<file path="src/alcs_regs.svh">
`ifndef ALCS_REGS_SVH
`define ALCS_REGS_SVH
// ----------------------------------------
// register indices (byte address = index * 4)
// ----------------------------------------
`define ALCS_IDX_L0_PUMP     16'h1080
`define ALCS_IDX_L0_FBDIV    16'h1081
`define ALCS_IDX_L0_OFFSET   16'h1083
`define ALCS_IDX_L1_PUMP     16'h1480
`define ALCS_IDX_L1_FBDIV    16'h1481
`define ALCS_IDX_L1_OFFSET   16'h1483
`define ALCS_IDX_GLOBAL_CAL  16'h2000
`define ALCS_IDX_L0_EVCLR    16'h200f
`define ALCS_IDX_L1_EVCLR    16'h2014
`define ALCS_IDX_L0_CHAN     16'h2100
`define ALCS_IDX_L1_CHAN     16'h2200
`define ALCS_IDX_L0_EVENTS   16'h3014
`define ALCS_IDX_L1_EVENTS   16'h3019
`define ALCS_IDX_L0_STATUS   16'h3100
`define ALCS_IDX_L1_STATUS   16'h3200
`define ALCS_IDX_PIN_SELECT  16'h3f00
// ----------------------------------------
// field positions
// ----------------------------------------
`define ALCS_BIT_CAL         1
`define ALCS_BIT_MANUAL      7
`define ALCS_BIT_OFS_EN      0
`define ALCS_BIT_OFS_NEG     3
`define ALCS_BIT_LOCK        3
`define ALCS_BIT_BUSY        5
`define ALCS_BIT_DONE        4
`define ALCS_EV_LOCKED       3
`define ALCS_EV_UNLOCKED     2
`define ALCS_EV_STARTED      1
`define ALCS_EV_COMPLETED    0
// ----------------------------------------
// reset values and constants
// ----------------------------------------
`define ALCS_RST_PUMP        8'h90
`define ALCS_RST_FBDIV       8'h01
`define ALCS_RST_OFFSET      8'h03
`define ALCS_AUTO_LIMIT      8'h40
`define ALCS_PUMP_MAX        10'h3f8
`define ALCS_PIN_OFF         2'h0
`define ALCS_PIN_BUSY        2'h1
`define ALCS_PIN_LOCK        2'h2
`endif

</file>
<file path="src/alcs_pkg.sv">
`default_nettype none
package alcs_pkg;
    typedef struct packed {
        logic [7:0] pump;
        logic [7:0] fbdiv;
        logic [7:0] offset;
        logic [7:0] chan;
        logic [3:0] events;
        logic busy_prev;
        logic done_prev;
        logic lock_prev;
    } alcs_loop_t;
    typedef struct packed {
        alcs_loop_t [1:0] loop;
        logic cal_all;
        logic [1:0] pin_sel;
        logic pin_loop;
        logic [31:0] prdata;
        logic pslverr;
        logic pready;
    } alcs_state_t;
endpackage
`default_nettype wire

</file>
<file path="src/alcs_top.sv">
// Register access over APB is this design's own decision.
`include "alcs_regs.svh"
`default_nettype none
// Overview of operation
// - per-loop calibrate bit starts that loop's calibration
// - calibrate-all bit calibrates both loops and system
// - status bits 5/4 show live busy and done
// - event bits 1/0 latch started and completed
// - calibration events stay until host clears them
// - busy routable to multipurpose pin
// - 8-bit feedback divider ratio equals value
// - divider value zero means ratio one
// - status bit 3 shows live lock, pin-routable
// - event bits 3/2 latch locked and unlocked
// - lock events stay until host clears them
// - pump bit 7 selects manual or automatic
// - manual current is field times 8 uA
// - automatic current is divider times 16, capped
// - offset bit 0 enables dc offset current
// - offset bit 3 selects negative polarity
// - bits 2:1 pick 50/25/12.5/6.25 percent
// - offset truncated toward zero in 8 uA steps
module alcs_top (
    input wire logic pclk,
    input wire logic presetn,
    input wire logic psel,
    input wire logic penable,
    input wire logic pwrite,
    input wire logic [17:0] paddr,
    input wire logic [31:0] pwdata,
    input wire logic [3:0] pstrb,
    output logic [31:0] prdata,
    output logic pready,
    output logic pslverr,
    input wire logic [1:0] core_cal_busy,
    input wire logic [1:0] core_cal_done,
    input wire logic [1:0] core_lock,
    output logic [1:0] core_cal_start,
    output logic system_cal_start,
    output logic [7:0] loop0_fb_ratio,
    output logic [7:0] loop1_fb_ratio,
    output logic [9:0] loop0_pump_current,
    output logic [9:0] loop1_pump_current,
    output logic [9:0] loop0_offset_mag,
    output logic [9:0] loop1_offset_mag,
    output logic [1:0] offset_enable,
    output logic [1:0] offset_negative,
    output logic multipurpose_pin
);
    // ----------------------------------------
    // arithmetic helpers
    // ----------------------------------------
    function automatic logic [7:0] alcs_ratio(input logic [7:0] v);
        alcs_ratio = (v == 8'h00) ? 8'h01 : v;
    endfunction

    function automatic logic [9:0] alcs_pump(input logic [7:0] ctl, input logic [7:0] div);
        logic [7:0] r;
        r = alcs_ratio(div);
        if (ctl[`ALCS_BIT_MANUAL])
            alcs_pump = {ctl[6:0], 3'h0};
        else if (r < `ALCS_AUTO_LIMIT)
            alcs_pump = {r[5:0], 4'h0};
        else
            alcs_pump = `ALCS_PUMP_MAX;
    endfunction

    // magnitude only; sign is separate, so truncation is toward zero
    function automatic logic [9:0] alcs_offset(input logic [7:0] ctl, input logic [9:0] pump_current);
        logic [9:0] f;
        f = pump_current >> (3'h1 + {1'b0, ctl[2:1]});
        alcs_offset = {f[9:3], 3'h0};
    endfunction

    alcs_pkg::alcs_state_t s_q, s_d;
    logic [15:0] idx;
    logic setup, wr_xfer;

    assign idx = paddr[17:2];
    assign setup = psel && !penable;
    // write lands only at the edge where the master sees pready high
    assign wr_xfer = psel && penable && pwrite && pready;

    // ----------------------------------------
    // next state
    // ----------------------------------------
    always_comb
    begin
        logic [7:0] rd;
        logic hit;
        logic [7:0] wb;
        logic [3:0] clr;
        logic [3:0] set;
        rd = 8'h00;
        hit = 1'b1;
        wb = pstrb[0] ? pwdata[7:0] : 8'h00;
        clr = 4'h0;
        set = 4'h0;
        s_d = s_q;
        // answer prepared in setup so it stands through the access cycle
        s_d.pready = setup;
        s_d.pslverr = 1'b0;
        unique case (idx)
            `ALCS_IDX_L0_PUMP: rd = s_q.loop[0].pump;
            `ALCS_IDX_L0_FBDIV: rd = s_q.loop[0].fbdiv;
            `ALCS_IDX_L0_OFFSET: rd = s_q.loop[0].offset;
            `ALCS_IDX_L1_PUMP: rd = s_q.loop[1].pump;
            `ALCS_IDX_L1_FBDIV: rd = s_q.loop[1].fbdiv;
            `ALCS_IDX_L1_OFFSET: rd = s_q.loop[1].offset;
            `ALCS_IDX_GLOBAL_CAL: rd = {6'h00, s_q.cal_all, 1'b0};
            `ALCS_IDX_L0_EVCLR: rd = 8'h00;
            `ALCS_IDX_L1_EVCLR: rd = 8'h00;
            `ALCS_IDX_L0_CHAN: rd = s_q.loop[0].chan;
            `ALCS_IDX_L1_CHAN: rd = s_q.loop[1].chan;
            `ALCS_IDX_L0_EVENTS: rd = {4'h0, s_q.loop[0].events};
            `ALCS_IDX_L1_EVENTS: rd = {4'h0, s_q.loop[1].events};
            `ALCS_IDX_L0_STATUS: rd = {2'h0, core_cal_busy[0], core_cal_done[0],
                                       core_lock[0], 3'h0};
            `ALCS_IDX_L1_STATUS: rd = {2'h0, core_cal_busy[1], core_cal_done[1],
                                       core_lock[1], 3'h0};
            `ALCS_IDX_PIN_SELECT: rd = {5'h00, s_q.pin_loop, s_q.pin_sel};
            default: hit = 1'b0;
        endcase
        if (setup)
        begin
            s_d.pslverr = !hit;
            if (!pwrite)
                s_d.prdata = {24'h00_0000, rd};
        end
        if (wr_xfer)
        begin
            if (pstrb[0])
            begin
                unique case (idx)
                    `ALCS_IDX_L0_PUMP: s_d.loop[0].pump = wb;
                    `ALCS_IDX_L0_FBDIV: s_d.loop[0].fbdiv = wb;
                    `ALCS_IDX_L0_OFFSET: s_d.loop[0].offset = {4'h0, wb[3:0]};
                    `ALCS_IDX_L1_PUMP: s_d.loop[1].pump = wb;
                    `ALCS_IDX_L1_FBDIV: s_d.loop[1].fbdiv = wb;
                    `ALCS_IDX_L1_OFFSET: s_d.loop[1].offset = {4'h0, wb[3:0]};
                    `ALCS_IDX_GLOBAL_CAL: s_d.cal_all = wb[`ALCS_BIT_CAL];
                    `ALCS_IDX_L0_EVCLR: clr = wb[3:0];
                    `ALCS_IDX_L0_CHAN: s_d.loop[0].chan = wb;
                    `ALCS_IDX_L1_CHAN: s_d.loop[1].chan = wb;
                    `ALCS_IDX_PIN_SELECT:
                    begin
                        s_d.pin_sel = wb[1:0];
                        s_d.pin_loop = wb[2];
                    end
                    default: ;
                endcase
            end
        end
        for (int i = 0; i < 2; i++)
        begin
            logic [3:0] c;
            c = 4'h0;
            if (wr_xfer && pstrb[0] && (i == 1) && (idx == `ALCS_IDX_L1_EVCLR))
                c = wb[3:0];
            else if (i == 0)
                c = clr;
            // edge detect on core levels; set beats same-cycle clear
            set[`ALCS_EV_STARTED] = core_cal_busy[i] && !s_q.loop[i].busy_prev;
            set[`ALCS_EV_COMPLETED] = core_cal_done[i] && !s_q.loop[i].done_prev;
            set[`ALCS_EV_LOCKED] = core_lock[i] && !s_q.loop[i].lock_prev;
            set[`ALCS_EV_UNLOCKED] = !core_lock[i] && s_q.loop[i].lock_prev;
            s_d.loop[i].events = (s_q.loop[i].events & ~c) | set;
            s_d.loop[i].busy_prev = core_cal_busy[i];
            s_d.loop[i].done_prev = core_cal_done[i];
            s_d.loop[i].lock_prev = core_lock[i];
        end
    end

    // ----------------------------------------
    // state register
    // ----------------------------------------
    always_ff @(posedge pclk or negedge presetn)
    begin
        if (!presetn)
        begin
            for (int i = 0; i < 2; i++)
            begin
                s_q.loop[i].pump <= `ALCS_RST_PUMP;
                s_q.loop[i].fbdiv <= `ALCS_RST_FBDIV;
                s_q.loop[i].offset <= `ALCS_RST_OFFSET;
                s_q.loop[i].chan <= 8'h00;
                s_q.loop[i].events <= 4'h0;
                s_q.loop[i].busy_prev <= 1'b0;
                s_q.loop[i].done_prev <= 1'b0;
                s_q.loop[i].lock_prev <= 1'b0;
            end
            s_q.cal_all <= 1'b0;
            s_q.pin_sel <= `ALCS_PIN_OFF;
            s_q.pin_loop <= 1'b0;
            s_q.prdata <= 32'h0000_0000;
            s_q.pslverr <= 1'b0;
            s_q.pready <= 1'b0;
        end
        else
        begin
            s_q <= s_d;
        end
    end

    // ----------------------------------------
    // outputs
    // ----------------------------------------
    // level calibrate request; the core starts on its rising edge
    assign core_cal_start[0] = s_q.loop[0].chan[`ALCS_BIT_CAL] | s_q.cal_all;
    assign core_cal_start[1] = s_q.loop[1].chan[`ALCS_BIT_CAL] | s_q.cal_all;
    assign system_cal_start = s_q.cal_all;
    assign loop0_fb_ratio = alcs_ratio(s_q.loop[0].fbdiv);
    assign loop1_fb_ratio = alcs_ratio(s_q.loop[1].fbdiv);
    assign loop0_pump_current = alcs_pump(s_q.loop[0].pump, s_q.loop[0].fbdiv);
    assign loop1_pump_current = alcs_pump(s_q.loop[1].pump, s_q.loop[1].fbdiv);
    assign loop0_offset_mag = alcs_offset(s_q.loop[0].offset, loop0_pump_current);
    assign loop1_offset_mag = alcs_offset(s_q.loop[1].offset, loop1_pump_current);
    assign offset_enable[0] = s_q.loop[0].offset[`ALCS_BIT_OFS_EN];
    assign offset_enable[1] = s_q.loop[1].offset[`ALCS_BIT_OFS_EN];
    assign offset_negative[0] = s_q.loop[0].offset[`ALCS_BIT_OFS_NEG];
    assign offset_negative[1] = s_q.loop[1].offset[`ALCS_BIT_OFS_NEG];
    assign multipurpose_pin = (s_q.pin_sel == `ALCS_PIN_BUSY) ? core_cal_busy[s_q.pin_loop] :
                              (s_q.pin_sel == `ALCS_PIN_LOCK) ? core_lock[s_q.pin_loop] :
                              1'b0;
    assign prdata = s_q.prdata;
    assign pready = s_q.pready;
    assign pslverr = s_q.pslverr;
endmodule
`default_nettype wire

</file>
<file path="config.mk">
export PLATFORM = sky130hd
export DESIGN_NAME = alcs_top
export DESIGN_NICKNAME = d
export VERILOG_FILES = /design/src/alcs_pkg.sv /design/src/alcs_top.sv
export VERILOG_INCLUDE_DIRS = /design/src
export SDC_FILE = /design/constraint.sdc
export NUM_CORES = 1
export LEC_CHECK = 0
export ABC_AREA = 0
export BUFFER_PORTS_ARGS = -buffer_cell sky130_fd_sc_hd__buf_2
export CORE_AREA = 4 4 109 111
export CTS_CLUSTER_SIZE = 28
export DETAILED_ROUTE_END_ITERATION = 6
export DIE_AREA = 0 0 113 115
export HOLD_SLACK_MARGIN = 0.12
export PLACE_DENSITY = 0.79
export SETUP_SLACK_MARGIN = 0.02
export SLEW_MARGIN = 20
export SYNTH_ARGS = -nofsm -noshare
export SYNTH_HDL_FRONTEND = slang
export SYNTH_SLANG_ARGS = --single-unit
</file>
<file path="constraint.sdc">
create_clock -name pclk -period 1.9 [get_ports pclk]
set_clock_uncertainty 0.1 [all_clocks]
set_input_delay 0.38 -clock pclk [delete_from_list [all_inputs] [get_ports pclk]]
set_output_delay 0.38 -clock pclk [all_outputs]
set_load 0.01 [all_outputs]
</file>
Word level (Yosys, flattened, before mapping) --
Index checks and enable logic that the tools add are counted.
Storage, ports and cells: memories kept 0, word-level logic and storage cells 114, latch bits 0, memory bits (writable) 0, output and inout bits 98, input bits 65, bits in read-only memories 0, register bits 84
Operators by class: multiply operators 0, divide/modulo/power cells 0, bitwise logic cells 9, magnitude comparators 3, add/sub/neg operators 2, shift-type cells 2, eq/ne operators 18, reductions and logical operators 38, muxes and demuxes 20
Operators with widths (number):
- $eq A16 B14 Y1 const B | 10
- $pmux W8 S14 | 1
- $eq A16 B13 Y1 const B | 6
- $mux W10 | 4
- $reduce_and A3 Y1 | 10
- $mux W8 | 3
- $shr A10 B3 Y10 | 2
- $logic_not A8 Y1 | 2
- $lt A8 B7 Y1 const B | 2
- $mux W4 | 4
- $reduce_or A16 Y1 | 1
- $logic_and A1 B1 Y1 | 14
- $logic_not A1 Y1 | 10
- $and A4 B4 Y4 | 2
- $mux W1 | 8
- $not A4 Y4 | 2
- $or A4 B4 Y4 | 2
- $add A1 B2 Y3 const A | 2
- $eq A2 B1 Y1 const B | 1
- $eq A2 B2 Y1 const B | 1
- $lt A1 B2 Y1 const B | 1
- $or A1 B1 Y1 | 2
- $reduce_and A2 Y1 | 1
- $not A1 Y1 | 1

Logic depth before layout (Yosys ltp) --
Gate-level depths: netlist of the first run.
depth after elaboration 9, depth in mapped cells 7, mapped depth without buffers 5

Worst setup path before layout of the first run --
Ideal clock, no wire load.
path type input-to-reg, from input port paddr[2], to register s_q[34] in the netlist's numbering, data arrival time 2.184 ns, required time 1.675 ns, setup time 0.125 ns, stages 6, slack -0.509 ns, path buffers 2, cell sequence buf_6 or4_4 buf_2 or4_1 nor2_2 mux2_2
Between the ends: longest elaborated chain between the ends 2
RTL lines:
- start: declaration | RTL line alcs_top.sv:29 | input wire logic [17:0] paddr,
- $eq A16 B14 Y1 | RTL line alcs_top.sv:134 | unique case (idx)
- $reduce_and A3 Y1 (no line)
- end: declaration | RTL line alcs_top.sv:75 | alcs_pkg::alcs_state_t s_q, s_d;
No other way between the ends. A chain may end at the register's enable or synchronous reset.

Final worst setup path of the first run --
from register s_q[68] in the netlist's numbering, to output port loop0_offset_mag[3]
Between the ends: longest elaborated chain between the ends 6
RTL lines:
- $logic_not A8 Y1 | RTL line alcs_top.sv:54 | alcs_ratio = (v == 8'h00) ? 8'h01 : v;
- $mux W8 (*) | RTL line alcs_top.sv:54
- $lt A8 B7 Y1 (no line)
- $mux W10 (*) | RTL line alcs_top.sv:62 | else if (r < `ALCS_AUTO_LIMIT)
- $mux W10 (*) | RTL line alcs_top.sv:60 | if (ctl[`ALCS_BIT_MANUAL])
- $shr A10 B3 Y10 (*) | RTL line alcs_top.sv:71 | f = pump_current >> (3'h1 + {1'b0, ctl[2:1]});
- end: declaration | RTL line alcs_top.sv:44 | output logic [9:0] loop0_offset_mag,
Mark *: on every way between the ends. The rest lies on a longest branch, timed or not.

==> impl_metrics.prom, run 1 <==
# TYPE chip_impl_metric gauge
chip_impl_metric{name="path_buf_inv",unit=""} 2
chip_impl_metric{name="global_route.overflow_total",unit=""} 0
chip_impl_metric{name="yosysWarningCount",unit=""} 0
chip_impl_metric{name="initial_antenna_violation_count",unit=""} 0
chip_impl_metric{name="number_of_violations_of_the_max_capacitance_limit",unit=""} 0
chip_impl_metric{name="num_io_pins",unit=""} 163
chip_impl_metric{name="final_layout_size_suffix_gt1_frac",unit=""} 0.601
chip_impl_info{name="crit_path_end_kind",value="output port"} 1
chip_impl_metric{name="core-area",unit="um2"} 10800
chip_impl_info{name="min_delay_startpoint",value="core_cal_busy[1]"} 1
chip_impl_metric{name="htreeDepth",unit=""} 3
chip_impl_metric{name="rows",unit=""} 38
chip_impl_metric{name="grt_pass1_wl",unit="mm"} 27.0
chip_impl_metric{name="fin_ws",unit="ns"} -0.592
chip_impl_metric{name="synth_area_per_cell",unit="um2"} 10.3
chip_impl_metric{name="n_fill_cell",unit=""} 770
chip_impl_metric{name="track_usage",unit=""} 0.268
chip_impl_metric{name="yosysTopAreaCellShare",unit=""} 0.365
chip_impl_metric{name="final_core_util",unit=""} 0.697
chip_impl_info{name="rsz_0062_raised_after_global_routing",value="yes"} 1
chip_impl_metric{name="setup_total_negative_slack",unit="ns"} -11.68
chip_impl_metric{name="postPlaceCellArea",unit="um2"} 6460
chip_impl_metric{name="clock_latency",unit="ns"} 0.37
chip_impl_metric{name="wirelength",unit="mm"} 18.4
chip_impl_info{name="worstSetupStartpointType",value="register"} 1
chip_impl_metric{name="ant_cells",unit=""} 0
chip_impl_metric{name="sequential_area",unit="um2"} 2120
chip_impl_metric{name="layout_worst_path_cycle_share",unit=""} 1.31
chip_impl_metric{name="ir_worst_vdd",unit="mV"} 0.547
chip_impl_metric{name="multiInputGateArea",unit="um2"} 3180
chip_impl_metric{name="post_synthesis_cell_area",unit="um2"} 5070
chip_impl_metric{name="postSynthCellCount",unit=""} 491
chip_impl_metric{name="flow.area_growth_from_synthesis",unit="%"} 48.4
chip_impl_metric{name="finish.net_count",unit=""} 737
chip_impl_metric{name="grt_start_max_net_pins",unit=""} 32
chip_impl_info{name="synth_ff_type",value="sky130_fd_sc_hd__dfrtp_1"} 1
chip_impl_metric{name="drtPass1Iterations",unit=""} 6
chip_impl_info{name="path_delay_family",value="multiplexers"} 1
chip_impl_metric{name="clk_pin_slew_worst_paths",unit="ns"} 0.09
chip_impl_metric{name="tritoncts_num_sinks",unit=""} 84
chip_impl_metric{name="worst-r2r-setup-slack",unit="ns"} 0.04
chip_impl_metric{name="final_max_slew_viol_count",unit=""} 0
chip_impl_info{name="timing_worst_setup_path_type",value="reg -> out"} 1
chip_impl_metric{name="ys_seq_area_frac",unit=""} 0.417
chip_impl_metric{name="synth_cell_type_count",unit=""} 63
chip_impl_info{name="violations",value="negative setup slack"} 1
chip_impl_info{name="top_count_cell_post_synth",value="sky130_fd_sc_hd__dfrtp_1"} 1
chip_impl_metric{name="fp.dieW",unit="um"} 113
chip_impl_metric{name="final_cell_area_excluding_filler_cells",unit="um2"} 7520
chip_impl_metric{name="weighted_congestion_reported_at_the_end_of_routability_driven_placement",unit=""} 0.920
chip_impl_info{name="timing.rr.end",value="prdata[2]"} 1
chip_impl_metric{name="cts_inserted_buffers",unit=""} 9
chip_impl_metric{name="worst_r2r_path_depth",unit=""} 6
chip_impl_metric{name="drt_first_iter_violations",unit=""} 378
chip_impl_metric{name="final-hold-violation-count",unit=""} 0
chip_impl_info{name="worst_r2r_startpoint",value="s_q[102]"} 1
chip_impl_metric{name="timing.fmax",unit="MHz"} 401
chip_impl_metric{name="drc",unit=""} 0
chip_impl_metric{name="first_global_vias",unit=""} 4930
chip_impl_metric{name="dpl_worst_slack",unit="ns"} -0.610
chip_impl_metric{name="pwr_dens",unit="nW/um2"} 466
chip_impl_info{name="crit_path_cell_trace",value="or2_4 -> o31ai_4 -> inv_2 -> mux4_2 -> buf_6"} 1
chip_impl_metric{name="final-setup-viol-count",unit=""} 84
chip_impl_info{name="outcome",value="complete, but fails checks"} 1
chip_impl_metric{name="finalPower",unit="uW"} 3510
chip_impl_metric{name="timing.critical_path.depth",unit=""} 5
chip_impl_metric{name="postSynthRegisterBits",unit=""} 84
chip_impl_metric{name="die_h",unit="um"} 115
chip_impl_metric{name="required",unit="ns"} 1.42
chip_impl_metric{name="cell_count_of_the_worst_hold_path",unit=""} 3
chip_impl_info{name="worst_hold_path_type",value="in -> reg"} 1
chip_impl_metric{name="clockBufferDepth",unit=""} 2
chip_impl_info{name="netlist_top_cells_count",value="sky130_fd_sc_hd__dfrtp_1 (74), sky130_fd_sc_hd__mux2_2 (57), sky130_fd_sc_hd__buf_4 (50)"} 1
chip_impl_metric{name="critical_path_maximum_fanout",unit=""} 5
chip_impl_metric{name="critPathMaxStageDelay",unit="ns"} 0.48
chip_impl_metric{name="die-area",unit="um2"} 13000
chip_impl_info{name="synth.largest_area_cell",value="sky130_fd_sc_hd__dfrtp_1"} 1
chip_impl_metric{name="min_period",unit="ns"} 2.49
chip_impl_metric{name="routedWlPerCell",unit="um"} 22.5
chip_impl_metric{name="synthArstFlopShare",unit=""} 1.00
chip_impl_metric{name="initial_core_util",unit=""} 0.470
chip_impl_metric{name="detailroute.via_count",unit=""} 4822
chip_impl_info{name="cpMaxStageDelayCell",value="sky130_fd_sc_hd__mux4_2"} 1
chip_impl_metric{name="synth-edff-count",unit=""} 0
chip_impl_metric{name="via_count_normalized_by_instance_count",unit=""} 5.90
chip_impl_info{name="holdPathEnd",value="s_q[81]"} 1
chip_impl_metric{name="crit_arrival",unit="ns"} 2.01
chip_impl_metric{name="post-dp-hpwl",unit="mm"} 12.3
chip_impl_info{name="yosys-top-cells-area",value="sky130_fd_sc_hd__dfrtp_1 (37%), sky130_fd_sc_hd__mux2_2 (13%), sky130_fd_sc_hd__buf_4 (7.4%)"} 1
chip_impl_metric{name="power.leakage",unit="uW"} 0.00362
chip_impl_info{name="clock_tree.root_cell",value="sky130_fd_sc_hd__clkbuf_8"} 1
chip_impl_metric{name="quantity_of_i_o_buffers_inserted_on_ports",unit=""} 95
chip_impl_metric{name="detail-route-antenna-nets",unit=""} 0
chip_impl_info{name="cts_tree",value="done"} 1
[cells by family (layout without fill, tap and decap cells)]
group / count (synthesis) / in the layout / synth area share
compound gates: 92 / 92 / 0.132
buf+inv: 113 / 262 / 0.126
flops: 84 / 84 / 0.417
mux: 70 / 70 / 0.157
other cells: 1 / 38 / 0.000740
simple gates: 131 / 131 / 0.167
[stage by stage]
stage | std cells | hold WS [ns]
floorplan | 528 | -0.0156
global placement | 777 | 0.241
detailed placement | 777 | 0.244
CTS | 812 | 0.211
global route | 817 | 0.212
finish | 817 | 0.208
[flip-flops by register name (all words and copies together), names as in the netlist]
signal / count
offset_negative: 2
s_q: 69
pslverr: 1
system_cal_start: 1
offset_enable: 2
pready: 1
prdata: 8
[final cells by class]
| cell class | instances | area share |
|---|---|---|
| multi-input cells | 331 | 0.423 |
| flip-flops and latches | 84 | 0.281 |
| clock buffers | 10 | 0.0183 |
| inverters | 21 | 0.0108 |
| clock inverters | 6 | 0.00532 |
| well taps | 140 | 0.0233 |
| repair buffers | 225 | 0.237 |
[layout by cell type, fill, tap and decap left out, types with 9 or more instances in the layout]
master / Yosys / final
sky130_fd_sc_hd__nand3_1: 16 / 15
sky130_fd_sc_hd__dfrtp_1: 74 / 72
sky130_fd_sc_hd__mux2i_1: 11 / 11
sky130_fd_sc_hd__buf_4: 50 / 93
sky130_fd_sc_hd__inv_1: 21 / 12
sky130_fd_sc_hd__clkbuf_8: 0 / 10
sky130_fd_sc_hd__buf_6: 2 / 41
sky130_fd_sc_hd__buf_2: 7 / 74
sky130_fd_sc_hd__a21oi_2: 0 / 9
sky130_fd_sc_hd__nor2_1: 17 / 10
sky130_fd_sc_hd__nand2_1: 17 / 15
sky130_fd_sc_hd__nand2b_1: 9 / 9
sky130_fd_sc_hd__mux2_4: 0 / 52
sky130_fd_sc_hd__conb_1: 1 / 38
sky130_fd_sc_hd__dfstp_2: 10 / 10
[report_power, final]
| group | switching [uW] | total (uW) | internal, uW |
|---|---|---|---|
| clock | 700 | 1210 | 505 |
| combinational | 278 | 458 | 181 |
| sequential | 22.0 | 1840 | 1820 |
| total | 1000 | 3510 | 2510 |
[per-layer routing]
metal | up-vias | share of wire | global-route usage | wire [um]
met5 | - | 0 | 0 | 0
met4 | 0 | 0.040 | 0.114 | 740
met3 | 65 | 0.086 | 0.0589 | 1580
met2 | 293 | 0.49 | 0.444 | 8970
met1 | 2406 | 0.38 | 0.340 | 7060
li1 | 2058 | - | - | -
[worst max-delay path by stage]
stage	from	to	slack [ns]
detailed placement	paddr[10]	prdata[0]	-0.61
global route	s_q[106]	loop1_offset_mag[5]	-0.65
finish	s_q[68]	loop0_offset_mag[3]	-0.59
CTS	s_q[68]	loop0_offset_mag[3]	-0.56
floorplan	paddr[2]	s_q[34]	-0.38
global placement	paddr[10]	prdata[1]	-0.56
[tightest hold or removal path: stages]
cell and delay, ns:
sky130_fd_sc_hd__buf_2 0.14, sky130_fd_sc_hd__inv_1 0.07, sky130_fd_sc_hd__o21ai_2 0.05
[timing repair]
| item | CTS | global route |
|---|---|---|
| setup buffers | 13 | 6 |
| hold buffers | 7 | 0 |
| endpoints found under the hold margin | 30 | 0 |
| pin swaps | 32 | 22 |
| gates resized for setup | 105 | 54 |
| setup endpoints to repair | 95 | 96 |
Power figures use the tool's default switching activity.
==> inputs of run 2 (changes only) <==
- SETUP_SLACK_MARGIN: 0.02 -> 0.05
==> run 2 against run 1 <==
  * Largest cell class unchanged
  * Global-route usage up 0.11 points
  * Power rose by 0.18%
  * Worst setup slack improved by 0.018 ns
  * Count of clock-buffer cells in the layout fell by 1
  * Die area stayed put
  * The flow still finishes with violations (negative setup slack)
  * Sequential cell count did not move
  * Routed wire length fell by 2.0%
  * Utilization up 0.82 points
  * Final cell count rose by 2.2%
==> impl_metrics.prom, run 2 (same netlist as run 1, synthesis figures left out) <==
# TYPE chip_impl_metric gauge
chip_impl_metric{name="net_switching_power_of_the_design",unit="uW"} 1010
chip_impl_info{name="outcome",value="complete, but fails checks"} 1
chip_impl_info{name="top_layer_used",value="met4"} 1
chip_impl_metric{name="detailroute.via_count",unit=""} 4892
chip_impl_metric{name="fp.dieW",unit="um"} 113
chip_impl_info{name="cts_tree",value="done"} 1
chip_impl_info{name="final_common_cell",value="sky130_fd_sc_hd__buf_4"} 1
chip_impl_metric{name="die_h",unit="um"} 115
chip_impl_metric{name="drc",unit=""} 0
chip_impl_metric{name="comb_power_share",unit=""} 0.130
chip_impl_metric{name="weighted_congestion_reported_at_the_end_of_routability_driven_placement",unit=""} 0.932
chip_impl_metric{name="post-place-cells",unit=""} 777
chip_impl_metric{name="initial_core_util",unit=""} 0.470
chip_impl_metric{name="min_period",unit="ns"} 2.47
chip_impl_metric{name="clock_latency",unit="ns"} 0.36
chip_impl_metric{name="route.met2.wl",unit="mm"} 8.94
chip_impl_metric{name="tritoncts_num_sinks",unit=""} 84
chip_impl_metric{name="critical_path_maximum_fanout",unit=""} 5
chip_impl_metric{name="wirelength",unit="mm"} 18.0
chip_impl_metric{name="crit_arrival",unit="ns"} 1.99
chip_impl_metric{name="htreeDepth",unit=""} 3
chip_impl_metric{name="grt_start_max_net_pins",unit=""} 53
chip_impl_metric{name="pwr_dens",unit="nW/um2"} 462
chip_impl_info{name="top_register",value="s_q"} 1
chip_impl_metric{name="quantity_of_i_o_buffers_inserted_on_ports",unit=""} 95
chip_impl_metric{name="n_fill_cell",unit=""} 726
chip_impl_metric{name="layout_worst_path_cycle_share",unit=""} 1.30
chip_impl_metric{name="initial_antenna_violation_count",unit=""} 0
chip_impl_metric{name="routedWlPerCell",unit="um"} 21.5
chip_impl_metric{name="flow.area_growth_from_synthesis",unit="%"} 50.1
chip_impl_info{name="clock_tree.root_cell",value="sky130_fd_sc_hd__clkbuf_8"} 1
chip_impl_metric{name="number_of_violations_of_the_max_capacitance_limit",unit=""} 0
chip_impl_metric{name="finish.net_count",unit=""} 755
chip_impl_metric{name="die-area",unit="um2"} 13000
chip_impl_metric{name="post-dp-hpwl",unit="mm"} 12.0
chip_impl_metric{name="setup_total_negative_slack",unit="ns"} -11.78
chip_impl_metric{name="power_share_of_the_clock_group",unit=""} 0.345
chip_impl_info{name="cpMaxStageDelayCell",value="sky130_fd_sc_hd__mux4_2"} 1
chip_impl_metric{name="required",unit="ns"} 1.42
chip_impl_metric{name="detail-route-antenna-nets",unit=""} 0
chip_impl_info{name="timing_worst_setup_path_type",value="reg -> out"} 1
chip_impl_metric{name="largest_reg_flops",unit=""} 69
chip_impl_metric{name="final-hold-violation-count",unit=""} 0
chip_impl_metric{name="switching_share",unit=""} 0.287
chip_impl_metric{name="num_io_pins",unit=""} 163
chip_impl_info{name="most-common-layout-cells",value="sky130_fd_sc_hd__buf_4 (110), sky130_fd_sc_hd__buf_2 (76), sky130_fd_sc_hd__dfrtp_1 (71)"} 1
chip_impl_metric{name="post_layout_nonfiller_instances",unit=""} 835
chip_impl_metric{name="timing.fmax",unit="MHz"} 404
chip_impl_metric{name="drtPass1Iterations",unit=""} 5
chip_impl_metric{name="first_global_vias",unit=""} 4974
chip_impl_metric{name="final-setup-viol-count",unit=""} 77
chip_impl_metric{name="final_max_slew_viol_count",unit=""} 0
chip_impl_metric{name="internal_power",unit="uW"} 2500
chip_impl_metric{name="power.leakage",unit="uW"} 0.00373
chip_impl_info{name="violations",value="negative setup slack"} 1
chip_impl_metric{name="cts_inserted_buffers",unit=""} 9
chip_impl_metric{name="timing.hold.ws",unit="ns"} 0.213
chip_impl_info{name="worst_hold_path_type",value="in -> reg"} 1
chip_impl_metric{name="via_count_normalized_by_instance_count",unit=""} 5.86
chip_impl_metric{name="routed_metal_1_wirelength",unit="mm"} 7.00
chip_impl_metric{name="ir_worst_vdd",unit="mV"} 0.425
chip_impl_info{name="rsz_0062_raised_after_global_routing",value="yes"} 1
chip_impl_metric{name="rows",unit=""} 38
chip_impl_info{name="worstSetupStartpointType",value="register"} 1
chip_impl_info{name="crit_path_cell_trace",value="or2_4 -> o31ai_4 -> inv_2 -> mux4_2 -> buf_6"} 1
chip_impl_metric{name="global_route.overflow_total",unit=""} 0
chip_impl_metric{name="ant_cells",unit=""} 0
chip_impl_info{name="crit_path_end_kind",value="output port"} 1
chip_impl_info{name="largest_registers",value="s_q (69), prdata (8)"} 1
chip_impl_metric{name="core-area",unit="um2"} 10800
chip_impl_metric{name="final_core_util",unit=""} 0.705
chip_impl_metric{name="fin_ws",unit="ns"} -0.574
chip_impl_metric{name="critPathMaxStageDelay",unit="ns"} 0.49
chip_impl_metric{name="clk_pin_slew_worst_paths",unit="ns"} 0.09
chip_impl_metric{name="drt_first_iter_violations",unit=""} 452
chip_impl_metric{name="seq_power_share",unit=""} 0.525
chip_impl_metric{name="grt_pass1_wl",unit="mm"} 27.4
chip_impl_metric{name="track_usage",unit=""} 0.269
chip_impl_metric{name="met3RoutedLength",unit="mm"} 1.53
chip_impl_metric{name="clockBufferDepth",unit=""} 2
chip_impl_metric{name="final_layout_size_suffix_gt1_frac",unit=""} 0.601
==> run 2: power by group through the flow <==
stage	registers (uW)	logic, uW	clock network, uW
6_report	1850	455	1210
5_1_grt	1850	488	1300
4_1_cts	1840	438	1220
3_5_place_dp	1880	386	0
3_3_place_gp	1880	377	0
2_1_floorplan	1870	258	0
==> run 2: per-layer routing <==
metal | GRT usage | vias to the layer above
met5 | 0 | -
met4 | 0.0921 | 0
met3 | 0.0537 | 54
met2 | 0.449 | 304
met1 | 0.352 | 2426
li1 | - | 2108
==> run 2: worst max-delay path, delay by kind of cell, from the launching register on <==
kind	cells	cell delay (ns)
flip-flops	1	0.46
multiplexers	1	0.49
buffers and inverters	2	0.20
AND/OR/NAND/NOR	1	0.27
AO/OA/AOI/OAI	1	0.21
==> run 2: layout make-up <==
type                    instances  area (um2)  area share
clock inverters                 7        58.8     0.00773
multi-input cells             331        3120       0.410
well taps                     140         175      0.0230
clock buffers                   9         124      0.0163
repair buffers                243        1940       0.255
flip-flops and latches         84        2120       0.278
inverters                      21        78.8      0.0104
==> run 2: metrics by stage <==
step | setup slack (ns) | power (uW) | instance area (um2)
after floorplan | -0.383 | 2130 | 5580
after global placement | -0.588 | 2250 | 6490
after detailed placement | -0.588 | 2260 | 6490
after CTS | -0.573 | 3500 | 7410
after global routing | -0.654 | 3630 | 7610
final | -0.574 | 3510 | 7610
==> run 2: worst paths after layout <==
check	start	to	slack [ns]	cells after the start
min in group asynchronous	presetn	s_q[67]	0.26	2
hold reg to reg	s_q[40]	s_q[42]	0.31	1
hold / removal	core_cal_busy[1]	s_q[81]	0.21	3
setup / recovery	s_q[68]	loop0_offset_mag[3]	-0.57	5
setup reg to reg	s_q[103]	prdata[3]	-0.02	6
max in group asynchronous	presetn	offset_enable[0]	0.90	3
==> run 2: repair_timing <==
item,CTS,global route
gates resized for setup,121,29
pin swaps,45,24
setup buffers,19,16
gates cloned,1,0
endpoints found under the setup margin,100,98
hold buffers,7,0
hold endpoints to repair,81,0
